`config.mk`:
```
export PLATFORM = sky130hd
export DESIGN_NAME = hrlp_top
export DESIGN_NICKNAME = d
export VERILOG_FILES = /design/src/core/hrlp_pkg.sv /design/src/core/hrlp_top.sv
export SDC_FILE = /design/constraint.sdc
export NUM_CORES = 1
export LEC_CHECK = 0
export BUFFER_PORTS_ARGS = -buffer_cell sky130_fd_sc_hd__buf_2
export CAP_MARGIN = 30
export CORE_MARGIN = 3
export CORE_UTILIZATION = 57
export CTS_BUF_LIST = sky130_fd_sc_hd__clkbuf_4 sky130_fd_sc_hd__clkbuf_8 sky130_fd_sc_hd__clkbuf_16
export CTS_CLUSTER_DIAMETER = 50
export DETAILED_ROUTE_END_ITERATION = 8
export GPL_TIMING_DRIVEN = 0
export PLACE_DENSITY = 0.78
export SLEW_MARGIN = 0
export SYNTH_ARGS = -nofsm -noshare
export SYNTH_HDL_FRONTEND = slang
export SYNTH_SLANG_ARGS = --single-unit
```
`constraint.sdc`:
```
create_clock -name CLK_SYS -period 3.9 [get_ports CLK_SYS]
set_clock_uncertainty 0.2 [all_clocks]
set_input_delay 0.975 -clock CLK_SYS [delete_from_list [all_inputs] [get_ports CLK_SYS]]
set_output_delay 0.975 -clock CLK_SYS [all_outputs]
set_load 0.1 [all_outputs]
```
`src/core/hrlp_pkg.sv`:
```
// constants, types and state layout of the hub reset and link power block
// How it works
// - Power-on and the external reset pin each reset the chip; an upstream bus reset clears only upstream-facing state.
// - At power-up an internal timer holds the internal reset for a fixed count.
// - While the external pin is held low the chip sits in standby with clocks stopped.
// - External reset turns the PHY off and releases the differential pairs.
// - External reset aborts every transaction and keeps no earlier state.
// - External reset returns the device address, configuration and link state to their defaults.
// - External reset stops the crystal oscillator and the PLL.
// - An upstream bus reset clears the device address to zero.
// - An upstream bus reset returns the configuration to unconfigured.
// - An upstream bus reset wakes a suspended or sleeping link back to L0.
// - An upstream bus reset is never passed on to any downstream port.
// - The link is in one of L0 on, L1 sleep or L2 suspend.
// - L1 entry completes in under 10 us and L1 exit in under 50 us.
// - L2 entry takes about 3 ms and L2 exit about 2 ms from resume start.
package hrlp_pkg;

  localparam int CLK_PERIOD_NS   = 40;
  localparam int L1_ENTRY_MAX_NS = 10000;
  localparam int L1_EXIT_MAX_NS  = 50000;
  localparam int L2_ENTRY_NS     = 3000000;
  localparam int L2_EXIT_NS      = 2000000;

  // "under" figures: floor, then one cycle less to stay strictly below
  localparam int L1_ENTRY_CYC    = L1_ENTRY_MAX_NS / CLK_PERIOD_NS - 1;
  localparam int L1_EXIT_CYC     = L1_EXIT_MAX_NS / CLK_PERIOD_NS - 1;
  localparam int L2_ENTRY_CYC    = L2_ENTRY_NS / CLK_PERIOD_NS;
  localparam int L2_EXIT_CYC     = L2_EXIT_NS / CLK_PERIOD_NS;
  localparam int POR_HOLD_CYC    = 1024;

  localparam int CNT_W           = 17;
  localparam int ADDR_W          = 7;

  localparam logic [1:0] LS_L0   = 2'h0;
  localparam logic [1:0] LS_L1   = 2'h1;
  localparam logic [1:0] LS_L2   = 2'h2;

  typedef enum logic [2:0] {R_POR, R_STANDBY, R_OSC, R_PLL, R_RUN} hrlp_rst_t;
  typedef enum logic [2:0] {
    LK_L0, LK_L1_ENT, LK_L1, LK_L1_EXIT, LK_L2_ENT, LK_L2, LK_L2_EXIT
  } hrlp_link_t;

  typedef struct packed {
    logic [2:0]        pin_sync;
    logic [2:0]        osc_sync;
    logic [2:0]        pll_sync;
    logic              pin_low;
    logic              osc_ok;
    logic              pll_ok;
    hrlp_rst_t         rst;
    logic [CNT_W-1:0]  rcnt;
    hrlp_link_t        link;
    logic [CNT_W-1:0]  lcnt;
    logic [ADDR_W-1:0] addr;
    logic              configured;
  } hrlp_state_t;

  localparam hrlp_state_t ST_RESET = '{
    pin_sync:   3'h7,
    osc_sync:   3'h0,
    pll_sync:   3'h0,
    pin_low:    1'b0,
    osc_ok:     1'b0,
    pll_ok:     1'b0,
    rst:        R_POR,
    rcnt:       '0,
    link:       LK_L0,
    lcnt:       '0,
    addr:       '0,
    configured: 1'b0
  };

endpackage : hrlp_pkg

```
`src/core/hrlp_top.sv`:
```
// reset sequencing, bus reset handling and link power states of the hub
module hrlp_top
  import hrlp_pkg::*;
#(
  parameter int POR_CYC    = POR_HOLD_CYC,
  parameter int L1_ENT_CYC = L1_ENTRY_CYC,
  parameter int L1_EXI_CYC = L1_EXIT_CYC,
  parameter int L2_ENT_CYC = L2_ENTRY_CYC,
  parameter int L2_EXI_CYC = L2_EXIT_CYC
) (
  input  wire logic              CLK_SYS,
  input  wire logic              RESET_N,
  input  wire logic              EXT_RESET_PIN_N,
  input  wire logic              OSC_READY,
  input  wire logic              PLL_LOCK,
  input  wire logic              BUS_RESET,
  input  wire logic              SET_ADDR,
  input  wire logic [ADDR_W-1:0] ADDR_IN,
  input  wire logic              SET_CONFIG,
  input  wire logic              CONFIG_IN,
  input  wire logic              L1_REQ,
  input  wire logic              L2_REQ,
  input  wire logic              RESUME,
  output logic                   INT_RESET_N,
  output logic                   STANDBY,
  output logic                   OSC_EN,
  output logic                   PLL_EN,
  output logic                   PHY_EN,
  output logic                   PAIR_OE,
  output logic                   XFER_ABORT,
  output logic [ADDR_W-1:0]      DEV_ADDR,
  output logic                   CONFIGURED,
  output logic [1:0]             LINK_STATE,
  output logic                   LINK_BUSY
);

  localparam int CNT_MAX = (1 << CNT_W) - 1;

  if (POR_CYC < 1 || POR_CYC > CNT_MAX || L1_ENT_CYC < 1 || L1_ENT_CYC > CNT_MAX ||
      L1_EXI_CYC < 1 || L1_EXI_CYC > CNT_MAX || L2_ENT_CYC < 1 || L2_ENT_CYC > CNT_MAX ||
      L2_EXI_CYC < 1 || L2_EXI_CYC > CNT_MAX) begin : g_bad_count
    $error("hrlp_top: a cycle count is outside 1 .. counter range");
  end

  localparam logic [CNT_W-1:0] POR_LAST = CNT_W'(POR_CYC - 1);
  localparam logic [CNT_W-1:0] L1E_LAST = CNT_W'(L1_ENT_CYC - 1);
  localparam logic [CNT_W-1:0] L1X_LAST = CNT_W'(L1_EXI_CYC - 1);
  localparam logic [CNT_W-1:0] L2E_LAST = CNT_W'(L2_ENT_CYC - 1);
  localparam logic [CNT_W-1:0] L2X_LAST = CNT_W'(L2_EXI_CYC - 1);

  hrlp_state_t st_r;
  hrlp_state_t st_nxt;

  ////////////////////////////////////////////////////////////////////////////
  // next state

  always_comb begin
    st_nxt = st_r;

    // three-stage synchronisers; a change counts once stages two and three agree
    st_nxt.pin_sync = {st_r.pin_sync[1:0], EXT_RESET_PIN_N};
    st_nxt.osc_sync = {st_r.osc_sync[1:0], OSC_READY};
    st_nxt.pll_sync = {st_r.pll_sync[1:0], PLL_LOCK};
    if (st_r.pin_sync[1] == st_r.pin_sync[2]) begin
      st_nxt.pin_low = ~st_r.pin_sync[2];
    end
    if (st_r.osc_sync[1] == st_r.osc_sync[2]) begin
      st_nxt.osc_ok = st_r.osc_sync[2];
    end
    if (st_r.pll_sync[1] == st_r.pll_sync[2]) begin
      st_nxt.pll_ok = st_r.pll_sync[2];
    end

    // chip reset sequence
    if (st_r.pin_low) begin
      st_nxt.rst = R_STANDBY;
      st_nxt.rcnt = '0;
    end else begin
      unique case (st_r.rst)
        R_POR: begin
          if (st_r.rcnt == POR_LAST) begin
            st_nxt.rst = R_OSC;
            st_nxt.rcnt = '0;
          end else begin
            st_nxt.rcnt = st_r.rcnt + CNT_W'(1);
          end
        end
        R_STANDBY: begin
          st_nxt.rst = R_OSC;
        end
        R_OSC: begin
          if (st_r.osc_ok) begin
            st_nxt.rst = R_PLL;
          end
        end
        R_PLL: begin
          if (st_r.pll_ok) begin
            st_nxt.rst = R_RUN;
          end
        end
        R_RUN: begin
          if (!st_r.osc_ok || !st_r.pll_ok) begin
            st_nxt.rst = R_OSC;
          end
        end
        // unused codes restart the whole sequence
        default: begin
          st_nxt.rst = R_POR;
        end
      endcase
    end

    if (st_nxt.rst != R_RUN) begin
      // nothing survives a chip reset: address, configuration, link
      st_nxt.link = LK_L0;
      st_nxt.lcnt = '0;
      st_nxt.addr = '0;
      st_nxt.configured = 1'b0;
    end else if (BUS_RESET) begin
      // only upstream-facing state is touched; no downstream reset exists here
      st_nxt.addr = '0;
      st_nxt.configured = 1'b0;
      st_nxt.link = LK_L0;
      st_nxt.lcnt = '0;
    end else begin
      if (SET_ADDR) begin
        st_nxt.addr = ADDR_IN;
      end
      if (SET_CONFIG) begin
        st_nxt.configured = CONFIG_IN;
      end
      unique case (st_r.link)
        LK_L0: begin
          if (L1_REQ) begin
            st_nxt.link = LK_L1_ENT;
            st_nxt.lcnt = L1E_LAST;
          end else if (L2_REQ) begin
            st_nxt.link = LK_L2_ENT;
            st_nxt.lcnt = L2E_LAST;
          end
        end
        LK_L1: begin
          if (RESUME) begin
            st_nxt.link = LK_L1_EXIT;
            st_nxt.lcnt = L1X_LAST;
          end
        end
        LK_L2: begin
          if (RESUME) begin
            st_nxt.link = LK_L2_EXIT;
            st_nxt.lcnt = L2X_LAST;
          end
        end
        LK_L1_ENT, LK_L1_EXIT, LK_L2_ENT, LK_L2_EXIT: begin
          if (st_r.lcnt == '0) begin
            unique case (st_r.link)
              LK_L1_ENT: st_nxt.link = LK_L1;
              LK_L2_ENT: st_nxt.link = LK_L2;
              default:   st_nxt.link = LK_L0;
            endcase
          end else begin
            st_nxt.lcnt = st_r.lcnt - CNT_W'(1);
          end
        end
        default: begin
          st_nxt.link = LK_L0;
        end
      endcase
    end
  end

  always_ff @(posedge CLK_SYS) begin
    if (!RESET_N) begin
      st_r <= ST_RESET;
    end else begin
      st_r <= st_nxt;
    end
  end

  ////////////////////////////////////////////////////////////////////////////
  // outputs

  // raw pin drops internal reset at once; release waits for the clocked sequence
  assign INT_RESET_N = EXT_RESET_PIN_N & RESET_N & (st_r.rst == R_RUN);
  assign STANDBY     = (st_r.rst == R_STANDBY);
  // clocks stay stopped in standby and during the POR count; the oscillator starts in R_OSC
  assign OSC_EN      = (st_r.rst == R_OSC) || (st_r.rst == R_PLL) ||
                       (st_r.rst == R_RUN);
  assign PLL_EN      = (st_r.rst == R_PLL) || (st_r.rst == R_RUN);
  assign PHY_EN      = (st_r.rst == R_RUN);
  assign PAIR_OE     = (st_r.rst == R_RUN);
  assign XFER_ABORT  = (st_r.rst != R_RUN);
  assign DEV_ADDR    = st_r.addr;
  assign CONFIGURED  = st_r.configured;
  assign LINK_BUSY   = (st_r.link == LK_L1_ENT) || (st_r.link == LK_L1_EXIT) ||
                       (st_r.link == LK_L2_ENT) || (st_r.link == LK_L2_EXIT);
  always_comb begin
    unique case (st_r.link)
      LK_L1:   LINK_STATE = LS_L1;
      LK_L2:   LINK_STATE = LS_L2;
      default: LINK_STATE = LS_L0;
    endcase
  end

  ////////////////////////////////////////////////////////////////////////////
  // checks

  wire run_now = (st_r.rst == R_RUN);

  property p_standby_clocks;
    @(posedge CLK_SYS) disable iff (!RESET_N)
    st_r.pin_low |=> STANDBY && !OSC_EN && !PLL_EN;
  endproperty
  a_standby_clocks: assert property (p_standby_clocks)
    else $error("standby without clocks stopped");

  property p_phy_off;
    @(posedge CLK_SYS) disable iff (!RESET_N)
    !run_now |-> !PHY_EN && !PAIR_OE && XFER_ABORT && !INT_RESET_N;
  endproperty
  a_phy_off: assert property (p_phy_off)
    else $error("phy active outside run");

  property p_regs_default;
    @(posedge CLK_SYS) disable iff (!RESET_N)
    st_r.pin_low |=> DEV_ADDR == '0 && !CONFIGURED && LINK_STATE == LS_L0;
  endproperty
  a_regs_default: assert property (p_regs_default)
    else $error("state kept across external reset");

  property p_bus_addr;
    @(posedge CLK_SYS) disable iff (!RESET_N)
    BUS_RESET |=> DEV_ADDR == '0;
  endproperty
  a_bus_addr: assert property (p_bus_addr)
    else $error("address not cleared by bus reset");

  property p_bus_cfg;
    @(posedge CLK_SYS) disable iff (!RESET_N)
    BUS_RESET && SET_CONFIG && CONFIG_IN |=> !CONFIGURED;
  endproperty
  a_bus_cfg: assert property (p_bus_cfg)
    else $error("configured after bus reset");

  property p_bus_wake;
    @(posedge CLK_SYS) disable iff (!RESET_N)
    BUS_RESET && LINK_STATE != LS_L0 |=> LINK_STATE == LS_L0 && !LINK_BUSY;
  endproperty
  a_bus_wake: assert property (p_bus_wake)
    else $error("bus reset did not wake link");

  property p_link_legal;
    @(posedge CLK_SYS) disable iff (!RESET_N)
    LINK_STATE != 2'h3 && !(LINK_BUSY && LINK_STATE != LS_L0);
  endproperty
  a_link_legal: assert property (p_link_legal)
    else $error("illegal link state");

  property p_l1_entry;
    @(posedge CLK_SYS) disable iff (!RESET_N)
    run_now && st_r.link == LK_L0 && L1_REQ && !BUS_RESET && st_nxt.rst == R_RUN
      |=> LINK_BUSY [*1] ##[0:249] (LINK_STATE == LS_L1 || BUS_RESET || st_nxt.rst != R_RUN);
  endproperty
  a_l1_entry: assert property (p_l1_entry)
    else $error("l1 entry too slow");

  property p_int_reset;
    @(posedge CLK_SYS) disable iff (!RESET_N)
    !EXT_RESET_PIN_N |-> !INT_RESET_N;
  endproperty
  a_int_reset: assert property (p_int_reset)
    else $error("internal reset not asserted with pin");

  property p_por_hold;
    @(posedge CLK_SYS)
    $rose(RESET_N) |-> !INT_RESET_N [*4];
  endproperty
  a_por_hold: assert property (p_por_hold)
    else $error("internal reset released too early after power-on");

endmodule : hrlp_top

```
# After elaboration in Yosys (flattened, before gate mapping)
# Index checks and enable logic that the tools add are counted.
[word_totals]
mem_bits_rw = 0
out_inout_bits = 18
rom_bits = 0
latchBits = 0
register_bits = 60
in_bits = 19
mem_count = 0
[op_classes]
n_bitwise = 4
shifts = 0
add_sub_neg = 2
eq_ne = 21
n_lt_le_gt_ge = 0
n_reduce_logical = 18
n_div = 0
n_mux = 18
multipliers = 0
[op_table]
columns = ["op", "n"]
rows = [
  ["two-way mux 20 bit", 5],
  ["case mux 17 bit (4 select lines)", 1],
  ["two-way mux 17 bit", 3],
  ["adder 17 x 1 -> 17 bit, second input constant", 1],
  ["equality test 17 x 10 -> 1 bit, second input constant", 1],
  ["logical NOT 17 bit", 1],
  ["subtractor 17 x 1 -> 17 bit, second input constant", 1],
  ["two-way mux 3 bit", 5],
  ["case mux 3 bit (5 select lines)", 1],
  ["equality test 3 x 2 -> 1 bit, second input constant", 4],
  ["equality test 3 bit, second input constant", 4],
  ["case mux 3 bit (4 select lines)", 1],
  ["inequality test 3 bit, second input constant", 3],
  ["inequality test 2 bit, second input constant", 4],
  ["logical OR 1 bit", 7],
  ["equality test 3 x 1 -> 1 bit, second input constant", 2],
  ["logical NOT 3 bit", 2],
  ["case mux 3 bit (2 select lines)", 1],
  ["AND reduction 5 bit", 1],
  ["case mux 2 bit (2 select lines)", 1],
  ["AND reduction 4 bit", 1],
  ["nonzero test 4 bit", 1],
  ["OR reduction 4 bit", 1],
  ["equality test 1 bit", 3],
  ["other kinds (5)", 8],
]

# Longest topological paths before layout
[depth]
word_depth = 7
ltp_mapped = 10

# Worst setup path before layout
# No wires, ideal clock.
[synth_timing]
kind = "reg-to-output"
startpoint = "register st_r[46] (netlist name)"
endpoint = "output INT_RESET_N"
t_required_ns = 2.725
setup_slack_ns = -0.289
path_stages_with_launch = 6
n_path_buf = 1
t_arrival_ns = 3.014
cell_sequence = "dfxtp_1 > clkbuf_1 > nor2_1 > nand2_1 > inv_1 > and3_1"
[synth_between]
elab_chain_cells = 2
[synth_lines]
columns = ["element", "line", "text"]
rows = [
  ["start: declaration", "hrlp_top.sv:51", "hrlp_state_t st_r;"],
  ["start signal: assignment", "hrlp_top.sv:176", "st_r <= st_nxt;"],
  ["equality test 3 bit", "--", ""],
  ["net PAIR_OE", "hrlp_top.sv:29", "output logic PAIR_OE,"],
  ["AND 1 bit", "hrlp_top.sv:184", "assign INT_RESET_N = EXT_RESET_PIN_N & RESET_N & (st_r.rst == R_RUN);"],
  ["end: declaration", "hrlp_top.sv:24", "output logic INT_RESET_N,"],
]
# The timed path passes the listed nets, and every way through them passes these cells.

# Worst setup path in the final report
[layout_timing]
startpoint = "register st_r[26] (netlist name)"
endpoint = "output LINK_STATE[0]"
[layout_between]
elab_chain_cells = 2
[layout_lines]
columns = ["element", "line", "text"]
rows = [
  ["equality test 3 bit or equality test 3 x 2 -> 1 bit (tied branches)", "hrlp_top.sv:198", "unique case (st_r.link)"],
  ["case mux 2 bit (2 select lines) *", "hrlp_top.sv:198", ""],
  ["end: declaration", "hrlp_top.sv:33", "output logic [1:0] LINK_STATE,"],
]
# Mark *: on every way between the ends. The rest lies on a longest branch, timed or not.

==> results.txt <==
The stage delay of the slowest cell on the critical path is 0.44 ns. The core occupancy in the finished layout is 0.6966. The die is 79.89 um wide.

The fraction of final layout cells sized beyond drive strength 1 is 0.2090. The type of the most critical hold path is flop to flop. The number of hold buffers added after CTS was 0. In this run the critical register-to-register path is captured at st_r[13]. For this design, the slowest cell found on the critical path is or3b_2. The highest achievable clock rate is 303.4 MHz. The number of nets in the final layout is 438. After clock tree synthesis, the clock-pin slew on the worst setup and hold paths is 0.07 ns. The total buffers and inverters traversed by the critical path is 4.

The number of distinct standard cells referenced by the synthesized netlist came out at 63. STA classifies the critical path endpoint as an output port. The placed instance area is 0.003386 mm2. The net count of the mapped netlist came out at 392.

In this run the standard cell core region covers 0.005205 mm2. The worst path arrival time came out at 2.12 ns. The number of diodes came out at 0. The areal power density over the cells is 370.1 mW/mm2.

The detail-routed via count per cell came out at 5.666. The number of gates given a new drive strength after cts came out at 0. The total negative slack for setup checks came out at 0 ns. The number of buffers inserted by post-CTS setup repair came out at 0. The library cell used most frequently in the layout, excluding fill and tap cells, is dfxtp_1. In this run the critical register-to-register path is launched from st_r[27].

The worst slew margin relative to its limit is 0.5010. The wire length after detailed routing is 6930 um. The total clock sinks is 60. The overall fraction of global-route tracks in use is 0.2273. Setup repair after global routing left no endpoint under its margin. The count of final hold-check violations is 0.

The final cycle utilization of the critical path is 0.8452. The wire length of the first global-routing pass came out at 11,490 um. In this run the vertical extent of the chip is 79.89 um.

Along the worst hold path, the cell count comes to 1. The count of port buffers added during placement came out at 35. Setup slack on the worst reg-to-reg path comes out at 1.14 ns. The floorplan row count came out at 26. The share of the yosys chip area belonging to registers is 0.3860. The clock tree root driver cell is clkbuf_8. The half-perimeter wire length after detailed placement is 4815 um.

The number of synthesized flops with an enable pin came out at 0. After layout, the design draws a total of 1.342 mW. The die footprint came out at 0.006382 mm2. In the synthesized netlist the async set-or-reset flop fraction comes to 0. The critical path runs through a total of 5 cells. The clock network latency to the later pin of the worst-skew pair is 0.34 ns. The synthesized design contains 60 register bits.

The signal on the critical path passes through clkbuf_8 > or3b_2 > clkbuf_1 > inv_1 > buf_2. The count of synthesis-stage warnings from yosys came out at 0. The peak fanout along the critical path is 10. For this design the static power due to leakage is 1.475 nW.

The remaining routing DRC violations is 0. In this run the count of I/O pins placed on the die edge is 37. For the pin with the worst max-slew slack, the measured transition is 0.7477 ns. Counting the buffers created by CTS gives 9. The cell family with the largest share of critical-path delay is buffers and inverters. The average cell area after synthesis came out at 8.410 um2. The flow ran to the end, and the final reports show no timing, DRC or antenna violations. The initial antenna violation count was 0.

The setup path with the least slack is of type flop to output port. For this run, the leading register cell type out of synthesis is dfxtp_1. The worst ir drop on vdd came out at 0.2162 mV. The number of search-and-repair iterations in the first detailed-routing pass is 5.

The routed layout has 2,782 vias. TritonCTS built the clock tree. The startpoint identified for the worst hold timing path is st_nxt[58]. In the layout the commonest cells are 60 x dfxtp_1, 37 x buf_2, 37 x nor2_1.

The synthesized instance count came out at 370. The initial detailed-routing violation count came out at 149. The largest net degree at the start of global routing came out at 11. For this configuration, the core starts out at a cell density of 0.5978. STA puts the critical path data required time at 2.72 ns. The area of all placed cells without fillers is 0.003626 mm2. The logic depth of the worst register-to-register path is 10. The antenna violation net count after detailed routing came out at 0. The area growth from synthesis to layout came out at 16.53%.

STA classifies the critical path startpoint as a flop. The max-capacitance violation count came out at 0. Dividing the detail-routed wire length by the instance count gives 14.11 um. The placer congestion estimate came out at 0.9590.

The path with the worst hold slack has its endpoint at st_nxt[59]. The final max-slew violation count came out at 0. The mapped netlist covers 0.003112 mm2. Setup slack closes at 0.6036 ns.

The H-tree generated during clock tree synthesis spans 3 levels. The remaining global-route overflow is 0. The via count of the first global-routing pass came out at 2,550. The worst setup timing slack at the placement stage is 0.7022 ns. The post-route minimum period is 3.296 ns. Setup violations remaining at the end of the flow were counted as 0. The buffer depth of the longest clock path is 2.
[cell usage after synthesis, types with 3 or more instances]
cell | number | share of area
nor4_1 | 7 | 0.014
nand3_1 | 6 | 0.0097
a211oi_1 | 3 | 0.0072
dfxtp_1 | 60 | 0.39
o21ai_0 | 26 | 0.042
nand2_1 | 33 | 0.040
o21ai_1 | 6 | 0.0097
o311ai_0 | 3 | 0.0084
ha_1 | 3 | 0.012
or3_1 | 5 | 0.010
and3_1 | 3 | 0.0060
nand4_1 | 4 | 0.0080
nor2b_1 | 4 | 0.0080
inv_1 | 13 | 0.016
buf_4 | 11 | 0.027
nor2_1 | 37 | 0.045
a31oi_1 | 3 | 0.0060
a21oi_1 | 24 | 0.039
nand2b_1 | 10 | 0.020
nor3b_1 | 4 | 0.0097
clkbuf_1 | 7 | 0.0084
xnor2_1 | 10 | 0.028
o31a_2 | 3 | 0.0097
nor3_1 | 13 | 0.021
and2_1 | 9 | 0.018
clkbuf_8 | 4 | 0.018
mux2i_1 | 10 | 0.032
xor2_1 | 3 | 0.0084
[area by class of cell]
type	count	area [um2]
Buffer	25	177.7
Clock buffer	13	172.7
Clock inverter	3	67.56
Fill cell	436	1579
Inverter	13	52.55
Multi-Input combinational cell	272	1692
Sequential cell	60	1201
Tap cell	70	87.58
Timing Repair Buffer	35	175.2
[worst max path at each step]
stage	start	endpoint	slack [ns]
finish	st_r[26]	LINK_STATE[0]	0.60
global route	st_r[26]	LINK_STATE[0]	0.49
CTS	st_r[26]	LINK_STATE[0]	0.62
detailed placement	RESET_N	INT_RESET_N	0.70
global placement	RESET_N	INT_RESET_N	0.70
floorplan	st_r[46]	INT_RESET_N	0.25
[metrics by stage]
stage / hold slack (ns) / std cells
floorplan: 0.1863 / 370
global placement: 0.1881 / 475
detailed placement: 0.1977 / 475
CTS: 0.2132 / 491
global route: 0.2398 / 491
finish: 0.2120 / 491
[kinds of logic after synthesis]
group / synth area share
and+or+nand+nor: 0.2722
AOI/OAI and AO/OA: 0.1882
muxes: 0.03217
buffers and inverters: 0.07278
xor gates and xnor gates: 0.03659
DFF: 0.3860
adders and majority gates: 0.01206
[layer usage]
layer | vias up | part of all wire | GRT usage | wire (um)
met3 | 11 | 0.058 | 0.07336 | 400
met4 | 0 | 0.012 | 0.07264 | 86
met1 | 1279 | 0.45 | 0.2820 | 3090
met2 | 82 | 0.48 | 0.3717 | 3352
li1 | 1410 | - | - | -
met5 | - | 0 | 0 | 0
[sequential cells by signal, indices dropped and copies added (netlist names)]
name	count
st_r	46
CONFIGURED	1
st_nxt	6
DEV_ADDR	7
[where the power goes]
| group | leakage, nW | switching [mW] | internal [mW] | total (mW) |
|---|---|---|---|---|
| Sequential | 0.485 | 0.00440 | 0.620 | 0.624 |
| Clock | 0.119 | 0.242 | 0.419 | 0.661 |
| Combinational | 0.871 | 0.0300 | 0.0267 | 0.0567 |
No activity file was read; power rests on OpenSTA's default activity.
